<file path="src/hw/mctl_pkg.sv">
// machine-control instruction group: opcodes, layouts, reset values and carrier types
package mctl_pkg;
	// ----------------------------------------
	// opcodes (16-bit instruction words)
	// ----------------------------------------
	localparam logic [15:0] OPC_LOAD_IO_TRANSLATION = 16'h0024;
	localparam logic [15:0] OPC_LOAD_PROCESS_IDENTIFIER = 16'h018F;
	localparam logic [15:0] OPC_LEAVE_PAGING_JUMP = 16'h008D;
	localparam logic [15:0] OPC_LEAVE_PAGING_JUMP_CONTROL_STORE = 16'h009D;
	localparam logic [15:0] OPC_LOAD_STATUS_WORD = 16'h01C9;
	localparam logic [15:0] OPC_LOAD_CONTROL_STORE = 16'h03C8;
	localparam logic [15:0] OPC_CONTROL_STORE_CONTROL = 16'h03CC;
	localparam logic [15:0] OPC_NOP = 16'h0001;
	localparam logic [15:0] OPC_TRANSLATION_PURGE = 16'h0034;
	localparam logic [15:0] OPC_REGISTER_RESTORE = 16'h01CF;
	localparam logic [15:0] OPC_REGISTER_SAVE = 16'h01CD;
	localparam logic [15:0] OPC_STORE_MODEL = 16'h0014;
	localparam logic [15:0] OPC_SUPERVISOR_CALL = 16'h0145;
	localparam logic [9:0] OPC_MICROSTORE_PREFIX = 10'h00E;
	// ----------------------------------------
	// fields, sizes, reset values
	// ----------------------------------------
	localparam logic [7:0] SVC_FAULT_VECTOR = 8'h0C;
	localparam int PAGE_OFFSET_BITS = 10;
	localparam logic [15:0] PAGE_TABLE_BASE = 16'h0000;
	localparam int PTE_FAULT_BIT = 15;
	localparam int KEY_DISPATCH_BIT = 0;
	localparam logic [15:0] MODALS_RESET = 16'h0040;
	localparam logic [4:0] SAVE_AREA_LAST = 5'h1A;
	localparam logic [4:0] STATUS_LAST = 5'h03;
	localparam logic [4:0] MODEL_LAST = 5'h07;
	localparam logic [4:0] XB_SLOT_HI = 5'h19;
	localparam logic [4:0] XB_SLOT_LO = 5'h1A;
	// arbitrary values: identification only
	localparam logic [31:0] MODEL_CODE = 32'h0000_0A5A;
	localparam logic [31:0] MICROCODE_REVISION = 32'h0000_0101;
	// ----------------------------------------
	// register port map
	// ----------------------------------------
	localparam logic [7:0] REG_STATUS = 8'h00;
	localparam logic [7:0] REG_CONFIG = 8'h04;
	localparam logic [7:0] REG_PID = 8'h08;
	localparam logic [7:0] REG_MODALS = 8'h0C;
	localparam logic [7:0] REG_KEYS = 8'h10;
	localparam logic [7:0] REG_CS_CONTROL = 8'h14;
	localparam int CFG_SEGMENTED_BIT = 0;
	localparam int CFG_EXCHANGE_BIT = 1;
	localparam logic [1:0] CONFIG_RESET = 2'h1;

	typedef struct packed {
		logic req;
		logic we;
		logic [15:0] addr;
		logic [15:0] wdata;
	} mem_bus_t;

	typedef struct packed {
		logic we;
		logic [7:0] addr;
		logic [15:0] data;
	} cs_write_t;

	typedef struct packed {
		logic we;
		logic [5:0] tag;
		logic [15:0] frame;
	} iot_write_t;

	typedef enum logic [3:0] {
		OP_NONE = 4'b0000, OP_STATUS = 4'b0001, OP_RESTORE = 4'b0010, OP_SAVE = 4'b0011,
		OP_MODEL = 4'b0100, OP_CS_LOAD = 4'b0101, OP_IOT = 4'b0110
	} op_t;

	typedef enum logic [1:0] {
		ST_IDLE = 2'b00, ST_MEM = 2'b01, ST_FIN = 2'b10, ST_MODAL = 2'b11
	} state_t;
endpackage

</file>
<file path="src/hw/machine_control_instruction_unit.sv">
// privileged machine-control instruction execution unit
//
// The strobed register port and the register addresses were left to the implementer.
`timescale 1ns/1ps

// Operation
// - io translation tag from L page only
// - faulting translation raises page fault
// - process id from A bits 1-12
// - leave paging, jump to effective address
// - leave paging, jump into control store
// - status load only in ring zero
// - four-word status: pc, keys, then modals
// - dispatcher bit selects dispatch or continue
// - modals take effect immediately always
// - master clear selects register set 2
// - control store loads from temporary base
// - no-op only advances program counter
// - purge all if L top bit
// - restore registers from save-area layout
// - save only nonzero registers, base always
// - 27-word area, mask bit layout
// - store model: model, revision, reserved
// - supervisor call: interrupt or fault 14
// - 0016xx opcodes are microcode entrances
module machine_control_instruction_unit (
	// clock and reset
	input wire logic clk,
	input wire logic rst_b,
	// instruction issue
	input wire logic instr_valid,
	output logic instr_ready,
	input wire logic [15:0] opcode,
	input wire logic [15:0] operand,
	input wire logic [15:0] reg_a,
	input wire logic [15:0] reg_b,
	input wire logic [15:0] temporary_base,
	input wire logic [1:0] ring,
	input wire logic [26:0][15:0] save_image,
	input wire logic paging_on,
	output logic done,
	// memory port
	output mctl_pkg::mem_bus_t mem,
	input wire logic mem_ack,
	input wire logic [15:0] mem_rdata,
	// effects on the processor
	output logic pc_advance,
	output logic pc_load,
	output logic [31:0] pc_value,
	output logic dispatch_enter,
	output logic modal_load,
	output logic [15:0] keys,
	output logic [15:0] modals,
	output logic [11:0] process_identifier_register,
	output logic paging_enabled,
	output logic cs_jump,
	output logic [15:0] cs_jump_addr,
	output mctl_pkg::cs_write_t cs_wr,
	output mctl_pkg::iot_write_t iot_wr,
	output logic purge_all,
	output logic purge_page,
	output logic [15:0] purge_page_number,
	output logic restore_load,
	output logic [26:0][15:0] restore_image,
	output logic restricted_fault,
	output logic page_fault,
	output logic svc_interrupt,
	output logic svc_fault,
	output logic [7:0] fault_vector,
	output logic microcode_entrance,
	output logic [5:0] microcode_entry,
	// register port
	input wire logic [7:0] reg_addr,
	input wire logic [31:0] reg_wdata,
	input wire logic reg_wr,
	input wire logic reg_rd,
	output logic [31:0] reg_rdata
);
	import mctl_pkg::*;

	state_t state_reg;
	op_t op_reg;
	logic [4:0] widx_reg;
	logic [4:0] last_reg;
	logic [15:0] base_reg;
	logic [15:0] rbuf [0:26];
	logic [15:0] cs_control_reg;
	logic [1:0] config_reg;
	logic [31:0] l_reg;
	logic [15:0] save_mask;
	logic [5:0] grp_nz;
	logic [2:0] slot_grp;
	logic skip;
	logic is_restricted;
	logic take;
	logic step;

	// ----------------------------------------
	// decode
	// ----------------------------------------
	assign instr_ready = (state_reg == ST_IDLE);
	assign take = instr_valid && instr_ready;
	always_comb begin
		case (opcode)
			OPC_LOAD_IO_TRANSLATION, OPC_LOAD_PROCESS_IDENTIFIER, OPC_LEAVE_PAGING_JUMP,
			OPC_LOAD_STATUS_WORD, OPC_LOAD_CONTROL_STORE, OPC_CONTROL_STORE_CONTROL,
			OPC_TRANSLATION_PURGE, OPC_STORE_MODEL: is_restricted = 1'b1;
			default: is_restricted = 1'b0;
		endcase
	end

	// save-area slot to register group: 1 fac1, 2 fac0, 3 X, 4 Y/S, 5 E, 6 L
	function automatic logic [2:0] group_of(input logic [4:0] idx);
		if (idx >= 5'h01 && idx <= 5'h04) begin
			return 3'h1;
		end else if (idx >= 5'h05 && idx <= 5'h08) begin
			return 3'h2;
		end else if (idx == 5'h09 || idx == 5'h0A) begin
			return 3'h3;
		end else if (idx == 5'h0D || idx == 5'h0E) begin
			return 3'h4;
		end else if (idx == 5'h11 || idx == 5'h12) begin
			return 3'h5;
		end else if (idx == 5'h13 || idx == 5'h14) begin
			return 3'h6;
		end
		return 3'h0;
	endfunction

	genvar g;
	generate
		for (g = 0; g < 6; g++) begin : gen_group
			always_comb begin
				grp_nz[g] = 1'b0;
				for (int i = 0; i < 27; i++) begin
					if (group_of(5'(i)) == 3'(g + 1) && save_image[i] != 16'h0000) begin
						grp_nz[g] = 1'b1;
					end
				end
			end
		end
	endgenerate

	// mask bit n (1 = msb) sits at [16-n]; bits 1-4 stay zero
	assign save_mask = {4'h0, {2{grp_nz[0]}}, {2{grp_nz[1]}}, grp_nz[2], 1'b0,
		grp_nz[3], 1'b0, grp_nz[4], 1'b0, {2{grp_nz[5]}}};

	// ----------------------------------------
	// memory sequencer
	// ----------------------------------------
	assign slot_grp = group_of(widx_reg);
	// zero registers below the XB slots leave their slots untouched; pads are never written
	assign skip = (op_reg == OP_SAVE) && widx_reg != 5'h00 && widx_reg < XB_SLOT_HI &&
		(slot_grp == 3'h0 || !grp_nz[slot_grp - 3'h1]);
	assign step = (state_reg == ST_MEM) && (skip || mem_ack);

	always_comb begin
		mem.req = (state_reg == ST_MEM) && !skip;
		mem.we = (op_reg == OP_SAVE) || (op_reg == OP_MODEL);
		mem.addr = base_reg + {11'h000, widx_reg};
		case (op_reg)
			OP_SAVE: mem.wdata = (widx_reg == 5'h00) ? save_mask : save_image[widx_reg];
			OP_MODEL: begin
				case (widx_reg)
					5'h00: mem.wdata = MODEL_CODE[31:16];
					5'h01: mem.wdata = MODEL_CODE[15:0];
					5'h02: mem.wdata = MICROCODE_REVISION[31:16];
					5'h03: mem.wdata = MICROCODE_REVISION[15:0];
					default: mem.wdata = 16'h0000;
				endcase
			end
			default: mem.wdata = 16'h0000;
		endcase
	end

	always_ff @(posedge clk or negedge rst_b) begin
		if (!rst_b) begin
			state_reg <= ST_IDLE;
			op_reg <= OP_NONE;
			widx_reg <= 5'h00;
			last_reg <= 5'h00;
			base_reg <= 16'h0000;
			l_reg <= 32'h0000_0000;
		end else begin
			case (state_reg)
				ST_IDLE: begin
					widx_reg <= 5'h00;
					l_reg <= {reg_a, reg_b};
					if (take && !(is_restricted && ring != 2'h0)) begin
						state_reg <= ST_MEM;
						case (opcode)
							OPC_LOAD_STATUS_WORD: begin
								op_reg <= OP_STATUS;
								last_reg <= STATUS_LAST;
								base_reg <= operand;
							end
							OPC_REGISTER_RESTORE: begin
								op_reg <= OP_RESTORE;
								last_reg <= SAVE_AREA_LAST;
								base_reg <= operand;
							end
							OPC_REGISTER_SAVE: begin
								op_reg <= OP_SAVE;
								last_reg <= SAVE_AREA_LAST;
								base_reg <= operand;
							end
							OPC_STORE_MODEL: begin
								op_reg <= OP_MODEL;
								last_reg <= MODEL_LAST;
								base_reg <= temporary_base;
							end
							OPC_LOAD_CONTROL_STORE: begin
								op_reg <= OP_CS_LOAD;
								last_reg <= cs_control_reg[4:0];
								base_reg <= temporary_base;
							end
							OPC_LOAD_IO_TRANSLATION: begin
								op_reg <= OP_IOT;
								last_reg <= 5'h00;
								base_reg <= PAGE_TABLE_BASE + {10'h000, operand[15:10]};
							end
							default: begin
								op_reg <= OP_NONE;
								state_reg <= ST_IDLE;
							end
						endcase
					end
				end
				ST_MEM: begin
					if (step) begin
						widx_reg <= widx_reg + 5'h01;
						if (widx_reg == last_reg) begin
							state_reg <= ST_FIN;
						end
					end
				end
				ST_FIN: begin
					state_reg <= (op_reg == OP_STATUS) ? ST_MODAL : ST_IDLE;
				end
				ST_MODAL: begin
					state_reg <= ST_IDLE;
				end
				default: state_reg <= ST_IDLE;
			endcase
		end
	end

	// read words land here; control-store blocks may run past 27 words, so cap the index
	always_ff @(posedge clk) begin
		if (state_reg == ST_MEM && mem_ack && !mem.we && widx_reg <= SAVE_AREA_LAST) begin
			rbuf[widx_reg] <= mem_rdata;
		end
	end

	// ----------------------------------------
	// single-cycle instructions
	// ----------------------------------------
	always_ff @(posedge clk or negedge rst_b) begin
		if (!rst_b) begin
			pc_advance <= 1'b0;
			restricted_fault <= 1'b0;
			purge_all <= 1'b0;
			purge_page <= 1'b0;
			purge_page_number <= 16'h0000;
			svc_interrupt <= 1'b0;
			svc_fault <= 1'b0;
			fault_vector <= 8'h00;
			microcode_entrance <= 1'b0;
			microcode_entry <= 6'h00;
			cs_jump <= 1'b0;
			cs_jump_addr <= 16'h0000;
		end else begin
			pc_advance <= take && opcode == OPC_NOP;
			restricted_fault <= take && is_restricted && ring != 2'h0;
			purge_all <= take && opcode == OPC_TRANSLATION_PURGE && ring == 2'h0 && reg_a[15];
			purge_page <= take && opcode == OPC_TRANSLATION_PURGE && ring == 2'h0 && !reg_a[15];
			if (take && opcode == OPC_TRANSLATION_PURGE) begin
				purge_page_number <= reg_b;
			end
			svc_interrupt <= take && opcode == OPC_SUPERVISOR_CALL &&
				!(config_reg[CFG_SEGMENTED_BIT] && config_reg[CFG_EXCHANGE_BIT]);
			svc_fault <= take && opcode == OPC_SUPERVISOR_CALL &&
				config_reg[CFG_SEGMENTED_BIT] && config_reg[CFG_EXCHANGE_BIT];
			if (take && opcode == OPC_SUPERVISOR_CALL) begin
				fault_vector <= SVC_FAULT_VECTOR;
			end
			microcode_entrance <= take && opcode[15:6] == OPC_MICROSTORE_PREFIX;
			if (take && opcode[15:6] == OPC_MICROSTORE_PREFIX) begin
				microcode_entry <= opcode[5:0];
			end
			cs_jump <= take && opcode == OPC_LEAVE_PAGING_JUMP_CONTROL_STORE;
			if (take && opcode == OPC_LEAVE_PAGING_JUMP_CONTROL_STORE) begin
				cs_jump_addr <= operand;
			end
		end
	end

	// paging: enabled from elsewhere, both leave-paging jumps turn it off
	always_ff @(posedge clk or negedge rst_b) begin
		if (!rst_b) begin
			paging_enabled <= 1'b0;
		end else if (take && ((ring == 2'h0 && opcode == OPC_LEAVE_PAGING_JUMP) ||
			opcode == OPC_LEAVE_PAGING_JUMP_CONTROL_STORE)) begin
			paging_enabled <= 1'b0;
		end else if (paging_on) begin
			paging_enabled <= 1'b1;
		end
	end

	always_ff @(posedge clk or negedge rst_b) begin
		if (!rst_b) begin
			process_identifier_register <= 12'h000;
			cs_control_reg <= 16'h0000;
		end else if (take && ring == 2'h0) begin
			if (opcode == OPC_LOAD_PROCESS_IDENTIFIER) begin
				process_identifier_register <= reg_a[15:4];
			end
			if (opcode == OPC_CONTROL_STORE_CONTROL) begin
				cs_control_reg <= reg_a;
			end
		end
	end

	// ----------------------------------------
	// completion of multi-word instructions
	// ----------------------------------------
	always_ff @(posedge clk or negedge rst_b) begin
		if (!rst_b) begin
			pc_load <= 1'b0;
			pc_value <= 32'h0000_0000;
			keys <= 16'h0000;
			modals <= MODALS_RESET;
			modal_load <= 1'b0;
			dispatch_enter <= 1'b0;
		end else begin
			pc_load <= 1'b0;
			modal_load <= 1'b0;
			dispatch_enter <= 1'b0;
			if (take && ring == 2'h0 && opcode == OPC_LEAVE_PAGING_JUMP) begin
				pc_load <= 1'b1;
				pc_value <= {16'h0000, operand};
			end
			if (state_reg == ST_FIN && op_reg == OP_STATUS) begin
				keys <= rbuf[2];
				pc_value <= {rbuf[0], rbuf[1]};
				pc_load <= !rbuf[2][KEY_DISPATCH_BIT];
			end
			if (state_reg == ST_MODAL) begin
				// register-set bits are software's to preserve
				modals <= rbuf[3];
				modal_load <= 1'b1;
				dispatch_enter <= keys[KEY_DISPATCH_BIT];
			end
		end
	end

	always_ff @(posedge clk or negedge rst_b) begin
		if (!rst_b) begin
			restore_load <= 1'b0;
			restore_image <= '0;
			page_fault <= 1'b0;
			iot_wr <= '0;
			cs_wr <= '0;
		end else begin
			restore_load <= state_reg == ST_FIN && op_reg == OP_RESTORE;
			if (state_reg == ST_FIN && op_reg == OP_RESTORE) begin
				for (int i = 0; i < 27; i++) begin
					// slots of registers saved as zero hold stale data
					if (5'(i) >= XB_SLOT_HI || (group_of(5'(i)) != 3'h0 &&
						save_mask_of(rbuf[0], group_of(5'(i))))) begin
						restore_image[i] <= rbuf[i];
					end else begin
						restore_image[i] <= 16'h0000;
					end
				end
			end
			page_fault <= state_reg == ST_FIN && op_reg == OP_IOT && rbuf[0][PTE_FAULT_BIT];
			iot_wr.we <= state_reg == ST_FIN && op_reg == OP_IOT && !rbuf[0][PTE_FAULT_BIT];
			if (state_reg == ST_FIN && op_reg == OP_IOT) begin
				iot_wr.tag <= l_reg[15:PAGE_OFFSET_BITS];
				iot_wr.frame <= rbuf[0];
			end
			cs_wr.we <= state_reg == ST_MEM && op_reg == OP_CS_LOAD && mem_ack;
			if (state_reg == ST_MEM && mem_ack) begin
				cs_wr.addr <= cs_control_reg[15:8] + {3'h0, widx_reg};
				cs_wr.data <= mem_rdata;
			end
		end
	end

	function automatic logic save_mask_of(input logic [15:0] m, input logic [2:0] grp);
		case (grp)
			3'h1: return m[11];
			3'h2: return m[9];
			3'h3: return m[7];
			3'h4: return m[5];
			3'h5: return m[3];
			3'h6: return m[1];
			default: return 1'b0;
		endcase
	endfunction

	always_ff @(posedge clk or negedge rst_b) begin
		if (!rst_b) begin
			done <= 1'b0;
		end else begin
			done <= (state_reg == ST_IDLE && take && !(ring == 2'h0 &&
				(opcode == OPC_LOAD_STATUS_WORD || opcode == OPC_REGISTER_RESTORE ||
				opcode == OPC_REGISTER_SAVE || opcode == OPC_STORE_MODEL ||
				opcode == OPC_LOAD_CONTROL_STORE || opcode == OPC_LOAD_IO_TRANSLATION)) &&
				!(ring != 2'h0 && opcode == OPC_REGISTER_RESTORE) &&
				!(ring != 2'h0 && opcode == OPC_REGISTER_SAVE)) ||
				(state_reg == ST_FIN && op_reg != OP_STATUS) || state_reg == ST_MODAL;
		end
	end

	// ----------------------------------------
	// register port
	// ----------------------------------------
	always_ff @(posedge clk or negedge rst_b) begin
		if (!rst_b) begin
			config_reg <= CONFIG_RESET;
		end else if (reg_wr && reg_addr == REG_CONFIG) begin
			config_reg <= reg_wdata[1:0];
		end
	end

	always_ff @(posedge clk or negedge rst_b) begin
		if (!rst_b) begin
			reg_rdata <= 32'h0000_0000;
		end else if (reg_rd) begin
			case (reg_addr)
				REG_STATUS: reg_rdata <= {24'h000000, paging_enabled, op_reg, 1'b0, state_reg};
				REG_CONFIG: reg_rdata <= {30'h00000000, config_reg};
				REG_PID: reg_rdata <= {20'h00000, process_identifier_register};
				REG_MODALS: reg_rdata <= {16'h0000, modals};
				REG_KEYS: reg_rdata <= {16'h0000, keys};
				REG_CS_CONTROL: reg_rdata <= {16'h0000, cs_control_reg};
				default: reg_rdata <= 32'h0000_0000;
			endcase
		end else begin
			reg_rdata <= 32'h0000_0000;
		end
	end
endmodule // machine_control_instruction_unit

</file>
<file path="config.mk">
export PLATFORM = sky130hd
export DESIGN_NAME = machine_control_instruction_unit
export DESIGN_NICKNAME = d
export VERILOG_FILES = /design/src/hw/mctl_pkg.sv /design/src/hw/machine_control_instruction_unit.sv
export SDC_FILE = /design/constraint.sdc
export NUM_CORES = 1
export LEC_CHECK = 0
export BUFFER_PORTS_ARGS = -buffer_cell sky130_fd_sc_hd__buf_2
export CORE_AREA = 2 2 486 488
export CTS_CLUSTER_DIAMETER = 120
export DETAILED_ROUTE_END_ITERATION = 12
export DIE_AREA = 0 0 488 490
export GPL_TIMING_DRIVEN = 0
export PLACE_DENSITY_LB_ADDON = 0.2
export SETUP_SLACK_MARGIN = 0.02
export SYNTH_ARGS = -nofsm -noshare
export SYNTH_HDL_FRONTEND = slang
export SYNTH_SLANG_ARGS = --single-unit
export TNS_END_PERCENT = 100
</file>
<file path="constraint.sdc">
create_clock -name clk -period 4.5 [get_ports clk]
set_input_delay 0.675 -clock clk [delete_from_list [all_inputs] [get_ports clk]]
set_output_delay 0.675 -clock clk [all_outputs]
set_load 0.05 [all_outputs]
</file>
==> impl_results.md, run 1 <==
- Top flop regs: rbuf (304), restore_image (288), pc_value (32)
- Antenna violations before repair: between 100 and 150
- Met2 GRT Util: a little over a third
- CTS tree: built
- Detailed-route via count: 31.52k
- Global-route total usage across every layer: roughly a fifth
- Critical Path Fanout Max: 2
- Max Slew Vio Count: 0
- Synth Area in Adders: less than 1%
- RSZ-0062 raised after global routing: yes
- Starting Density: between 15 and 20%
- Synth area leader: dfrtp_1
- Design Area, Final: between 50,000 and 60,000 sq um
- Nets: a little over 5k
- DR DRC count: 0
- Simple-gate share of the synthesized area: between 10% and 20%
- Setup violators final: 1
- CP Data Arrival Time: slightly above 4 ns
- Tmin final: 4.712 ns
- Final ANT Viol Nets: 0
- Synth area leaders: dfrtp_1 (36%), edfxtp_1 (25%), nand2_1 (8.7%), mux4_2 (6.2%), nand3_1 (3.6%)
- Relative slew slack: about a tenth
- Mux contribution to synthesized area: between 10% and 20%
- Post-synthesis xor/xnor area fraction: less than 1%
- Routability Congestion: around 0.97
- Hold Path Class: input port to flop
- Pre-antenna DRT Iters: 8
- Max reg flops: approximately 300
- First-pass GRT wire length: about 310,000 um
- Top reg by flops: rbuf
- CTS root buffer: clkbuf_16
- Multi-input logic area: 13,310 sq um
- Pleak: between 20 and 25 nW
- Vias per cell: roughly 4.0
- Crit share post-route: 104.7%
- Die footprint: approximately 240,000 sq um
- DIE HEIGHT: between 400 and 500 um
- Final Hold Fails: 0
- Yosys Warn Count: 0
- Register area: 22,580 sq um
- Max clock buf depth: 3
- Synth cell count leaders: nand2_1 (853), dfrtp_1 (535), edfxtp_1 (304), nand3_1 (265), buf_4 (168)
- Die X: about 490 um
- Final HPWL DP: around 190,000 um
- Fillers: 25.65k
- Vias in the first global route: ~32k
- EDFF count, synth: 304
- Ports: roughly 1.3k
- Compound-Gate Fraction of Synth Area: 4.298%
- Most common cell in the netlist: nand2_1
- Dpl cell area: between 40,000 and 50,000 sq um
- Post-route setup slack: -0.2123 ns
- R2R depth: 6
- Required @ worst endpoint: 3.83 ns
- Hold Path Stages: 2
- Met1 GRT Util: about 20%
- Synth top area share: between 30 and 40%
- Post-synthesis sequential area ratio: approximately three fifths
- Layer with the highest usage: met2
- Synth unique cells: between 70 and 80
- PwrDens: about 350 nW/um^2
- P&R area growth vs syn: 41.42%
- Row count: around 180
- VDD IR-drop max: 281.9 uV
- Fraction of layout cells with a size suffix above 1: roughly 39%
- Number of I/O port buffers: about 1.1k
- Clock skew: between 0.06 and 0.07 ns
- Worst slew pin tran: roughly 1.3 ns
- Outcome: finished, violations left
- CTS HTree Levels: 3
- Worst-path clk slew: roughly 0.060 ns
- Failing checks: setup timing
- Setup CP Type: input port to output port
- Post-Syn Area: 36,940 sq um
- Core footprint: ~230,000 sq um
- Largest net degree at the start of global routing: approximately 100
- Ys async rst share: between 60% and 70%
- Peak Freq: ~0.21 GHz
- Largest family of logic cells by synthesized area: simple AND/OR/NAND/NOR gates
- DRT iter0 DRCs: roughly 2.0k
- WL final: around 240,000 um
- Max-cap viol count: 0
- Total gr overflow: 0
- Routed length per instance: around 30 um
- Clock Latency Late Sink: approximately 0.76 ns
- Critical Path End Type: output port
- Post-synthesis area per instance: approximately 12 sq um
- Met3 GRT Util: 3.941%
- Sink Count: between 800 and 900
- Register bit count reported by yosys: approximately 840
- Most used DFF post-synth: dfrtp_1
- CTS buffer count: approximately 100
- CP Launch Type: input port
- Hold WS: ~0.14 ns
- Synth Instances: about 3.2k
-- routing by layer --
metal / wire length [um] / up-vias
li1: - / 13850
met1: 83730 / 15814
met2: 124400 / 1410
met3: 13740 / 419
met4: 13950 / 30
met5: 184 / -
-- kinds of logic (layout without fill, tap and decap cells) --
family                   after synthesis  in the layout
AND/OR/NAND/NOR                     1406           1406
XOR/XNOR                              26             26
AO/OA/AOI/OAI                        250            250
multiplexers                         268            268
buffers and inverters                373           1693
adder cells (fa/ha/maj)               18             18
other                                  1            227
flip-flops                           841            841
-- through the flow --
stage / std cells / TNS (ns) / utilization [%] / power (W) / setup WS, ns
after floorplan: 3348 / 0 / - / 0.008693 / 0.1031
after CTS: 7817 / -6.980 / 22.23 / 0.01869 / -0.3164
after global placement: 7559 / -6137.63 / 20.01 / 0.009424 / -10.36
after global routing: 7855 / -4.429 / 22.29 / 0.01904 / -0.3486
final: 7879 / -0.2123 / 22.32 / 0.01840 / -0.2123
after detailed placement: 7588 / -353.39 / 20.25 / 0.009439 / -3.134
-- power by group --
| part | total, W | switching [W] | internal, W |
|---|---|---|---|
| Sequential | 0.00797 | 0.0000110 | 0.00796 |
| Clock | 0.00911 | 0.00369 | 0.00542 |
| Combinational | 0.00133 | 0.000929 | 0.000398 |
| Total | 0.0184 | 0.00463 | 0.0138 |
-- timing repair --
action | CTS | global route
endpoints found under the setup margin | 328 | 65
hold buffers | 1 | 0
gates resized for setup | 191 | 10
buffers inserted | 32 | 1
endpoints found under the hold margin | 43 | 0
pin swaps | 10 | 10
-- layout by cell type (no fill, tap or decap), drive strengths merged, types with 6 or more instances in the layout --
cell type / n
a21o: 7
a21oi: 74
a222oi: 15
a22oi: 18
a31oi: 9
and2: 6
and3: 6
buf: 1326
bufinv: 13
clkbuf: 287
clkinv: 28
clkinvlp: 8
conb: 166
dfrtp: 535
diode: 61
edfxtp: 304
ha: 16
inv: 28
mux2: 112
mux2i: 54
mux4: 102
nand2: 853
nand2b: 6
nand3: 265
nand3b: 6
nand4: 22
nor2: 106
nor2b: 6
nor3: 22
nor4: 71
nor4b: 6
o21ai: 67
o22ai: 19
or4: 7
xnor2: 15
xor2: 11
-- critical path: stages --
cell and delay [ns]:
buf_2 0.11, nor4_1 0.93, nand4_1 0.51, nor4_1 0.70, mux2i_1 0.28, a2111oi_4 0.53
nor3_4 0.10, buf_12 0.16
-- final timing paths --
| path | startpoint | to | slack (ns) |
|---|---|---|---|
| worst max-delay path | save_image[94] | mem[33] | -0.21 |
| max in group asynchronous | rst_b | widx_reg[2] | 2.62 |
| min in group asynchronous | rst_b | restore_image[217] | 0.43 |
| worst max register to register | state_reg[0] | rbuf[18][9] | 0.16 |
| worst min-delay path | reg_b[7] | purge_page_number[7] | 0.14 |
| worst min register to register | rbuf[25][1] | restore_image[401] | 0.44 |
-- layout make-up --
| class | count | area share (%) |
|---|---|---|
| Sequential cell | 841 | 43.23 |
| Multi-Input combinational cell | 2134 | 25.48 |
| Timing Repair Buffer | 1124 | 11.70 |
| Tap cell | 3150 | 7.544 |
| Clock buffer | 144 | 5.674 |
| Buffer | 348 | 4.376 |
| Clock inverter | 54 | 1.530 |
| Antenna cell | 61 | 0.2922 |
| Inverter | 23 | 0.1796 |
Note: power is estimated with default switching activity, not from simulation.
==> run 2: changes to the inputs <==
--- a/config.mk
+++ b/config.mk
@@ -6,13 +6,15 @@
 export NUM_CORES = 1
 export LEC_CHECK = 0
 export BUFFER_PORTS_ARGS = -buffer_cell sky130_fd_sc_hd__buf_2
-export CORE_AREA = 2 2 486 488
+export CORE_AREA = 2 2 495 497
+export CTS_BUF_LIST = sky130_fd_sc_hd__clkbuf_2 sky130_fd_sc_hd__clkbuf_4 sky130_fd_sc_hd__clkbuf_8
 export CTS_CLUSTER_DIAMETER = 120
 export DETAILED_ROUTE_END_ITERATION = 12
-export DIE_AREA = 0 0 488 490
+export DIE_AREA = 0 0 497 499
 export GPL_TIMING_DRIVEN = 0
 export PLACE_DENSITY_LB_ADDON = 0.2
 export SETUP_SLACK_MARGIN = 0.02
+export SKIP_CTS_REPAIR_TIMING = 1
 export SYNTH_ARGS = -nofsm -noshare
 export SYNTH_HDL_FRONTEND = slang
 export SYNTH_SLANG_ARGS = --single-unit
==> run 2 against run 1 <==
Effect of this change:
- the flow still finishes with violations (setup timing)
- register-to-register slack got worse by 0.14 ns
- cell count rose by 2.7%
- clock skew fell by 0.0027 ns
- flip-flop and latch count did not move
- design area rose by 0.82%
- critical path depth rose by 8
- combinational power barely moved
- power fell by 3.1%
==> impl_results.md, run 2 (synthesis results as in run 1) <==
- Outcome: finished, violations left
- Failing checks: setup timing
- Tmin final: 5.002 ns
- Dpl cell area: 47,530 sq um
- Critical Path End Type: output port
- Pre-CTS setup slack: -2.578 ns
- Setup CP Type: flop to output port
- P&R area growth vs syn: 42.57%
- DR DRC count: 0
- DRT iter0 DRCs: 1,927
- Setup TNS: -2.281 ns
- Clock skew: 0.06035 ns
- Sink Count: around 840
- Max-cap viol count: 0
- Hold Path Class: input port to flop
- CTS root buffer: clkbuf_8
- Design Area, Final: 52,670 sq um
- Worst-path clk slew: around 0.060 ns
- Nets: ~5.3k
- CTS tree: built
- Routability Congestion: about 1.0
- Number of I/O port buffers: about 1.1k
- Critical Path Fanout Max: 7
- Global-route total usage across every layer: between 10% and 20%
- Final HPWL DP: roughly 190,000 um
- Clock Latency Late Sink: between 0.9 and 1 ns
- Detailed-route via count: 32.05k
- Max clock buf depth: 3
- CP Data Arrival Time: approximately 4.3 ns
- Ports: between 1k and 1.5k
- R2R setup slack: about 0.02 ns
- Vias in the first global route: ~32k
- Pre-antenna DRT Iters: 6
- Commonest cells after routing, fill and taps aside: buf_2 (1,069), nand2_1 (850), dfrtp_1 (530)
- Worst slew pin tran: ~1.4 ns
- Crit share post-route: 111.2%
- Worst Setup EP: mem[33]
- CP Launch Type: flop
- Final ANT Viol Nets: 0
- Antenna violations before repair: 94
- CP startpoint: widx_reg[0]
- CTS HTree Levels: 4
- First-pass GRT wire length: about 300,000 um
- Commonest non-fill, non-tap cell in the layout: buf_2
- Fraction of layout cells with a size suffix above 1: between 40% and 50%
- Core footprint: about 240,000 sq um
- R2R depth: 17
- Max Slew Vio Count: 0
- Top reg by flops: rbuf
- Die footprint: around 250,000 sq um
- RSZ-0062 raised after global routing: yes
- CTS buffer count: between 150 and 200
- Fin util: 21.72%
- Setup violators final: 12
- Largest net degree at the start of global routing: 95
- WL final: 237,600 um
- Required @ worst endpoint: about 3.8 ns
- Pleak: ~25 nW
- DIE HEIGHT: around 500 um
- Peak Freq: approximately 0.2 GHz
- Hold WS: between 0.04 and 0.05 ns
- Max reg flops: 304
- R2R Path End: widx_reg[0]
- VDD IR-drop max: 218.2 uV
- Die X: between 400 and 500 um
- Starting Density: 15.23%
- Post-route setup slack: -0.5024 ns
- Relative slew slack: roughly 5.0%
- Row count: 181
- Final Hold Fails: 0
- Top flop regs: rbuf (304), restore_image (288), pc_value (32)
- R2R Path Start: widx_reg[0]
- PwrDens: approximately 340 nW/um^2
- Vias per cell: ~4.0
- Total gr overflow: 0
- Routed length per instance: 29.36 um
==> run 2: final cells by class <==
cell class                      instances  area (sq um)
Tap cell                             3202          4006
Timing Repair Buffer                 1174          6633
Fill cell                           26671        189900
Sequential cell                       841         22580
Clock inverter                         54         493.0
Clock buffer                          259          3133
Antenna cell                           58         145.1
Inverter                               23         97.59
Buffer                                349          2278
Multi-Input combinational cell       2134         13310
==> run 2: worst max-delay path: stages, from the launching register on <==
cell        delay (ns)
dfrtp_2           0.45
buf_12            0.14
buf_16            0.11
clkinvlp_4        0.16
buf_12            0.19
ha_4              0.18
or2_4             0.26
a22oi_2           0.19
nor2_1            0.07
a31oi_2           0.21
a21oi_2           0.06
o22ai_2           0.20
ha_4              0.25
and3b_2           0.23
o41ai_4           0.41
nor3_4            0.07
buf_12            0.18
==> run 2: worst min-delay path by stage <==
stage                       startpoint                 end  cells after the start
final                        paging_on      paging_enabled                      3
after global routing        operand[3]     cs_jump_addr[3]                      3
after global placement     rbuf[26][7]  restore_image[423]                      2
after CTS                        rst_b  restore_image[208]                      1
after floorplan                  rst_b         base_reg[0]                      0
after detailed placement  rbuf[25][15]  restore_image[415]                      2
==> run 2: metal layers <==
layer	GRT usage (%)	up-vias	wire, um
li1	-	14115	-
met1	19.10	15919	83580
met2	34.94	1532	124900
met3	4.553	459	14860
met4	9.355	20	14190
met5	0	-	121
==> run 2: through the flow <==
stage | total power (W) | std cells
after global routing | 0.01852 | 8065
final | 0.01784 | 8094
after floorplan | 0.008693 | 3348
after detailed placement | 0.009452 | 7641
after CTS | 0.01812 | 7954
after global placement | 0.009436 | 7611
==> run 2: power by group <==
group / switching (W) / internal, W / total, W
Clock: 0.00378 / 0.00472 / 0.00850
Combinational: 0.000940 / 0.000420 / 0.00136
Sequential: 0.0000122 / 0.00796 / 0.00797
Total: 0.00473 / 0.0131 / 0.0178
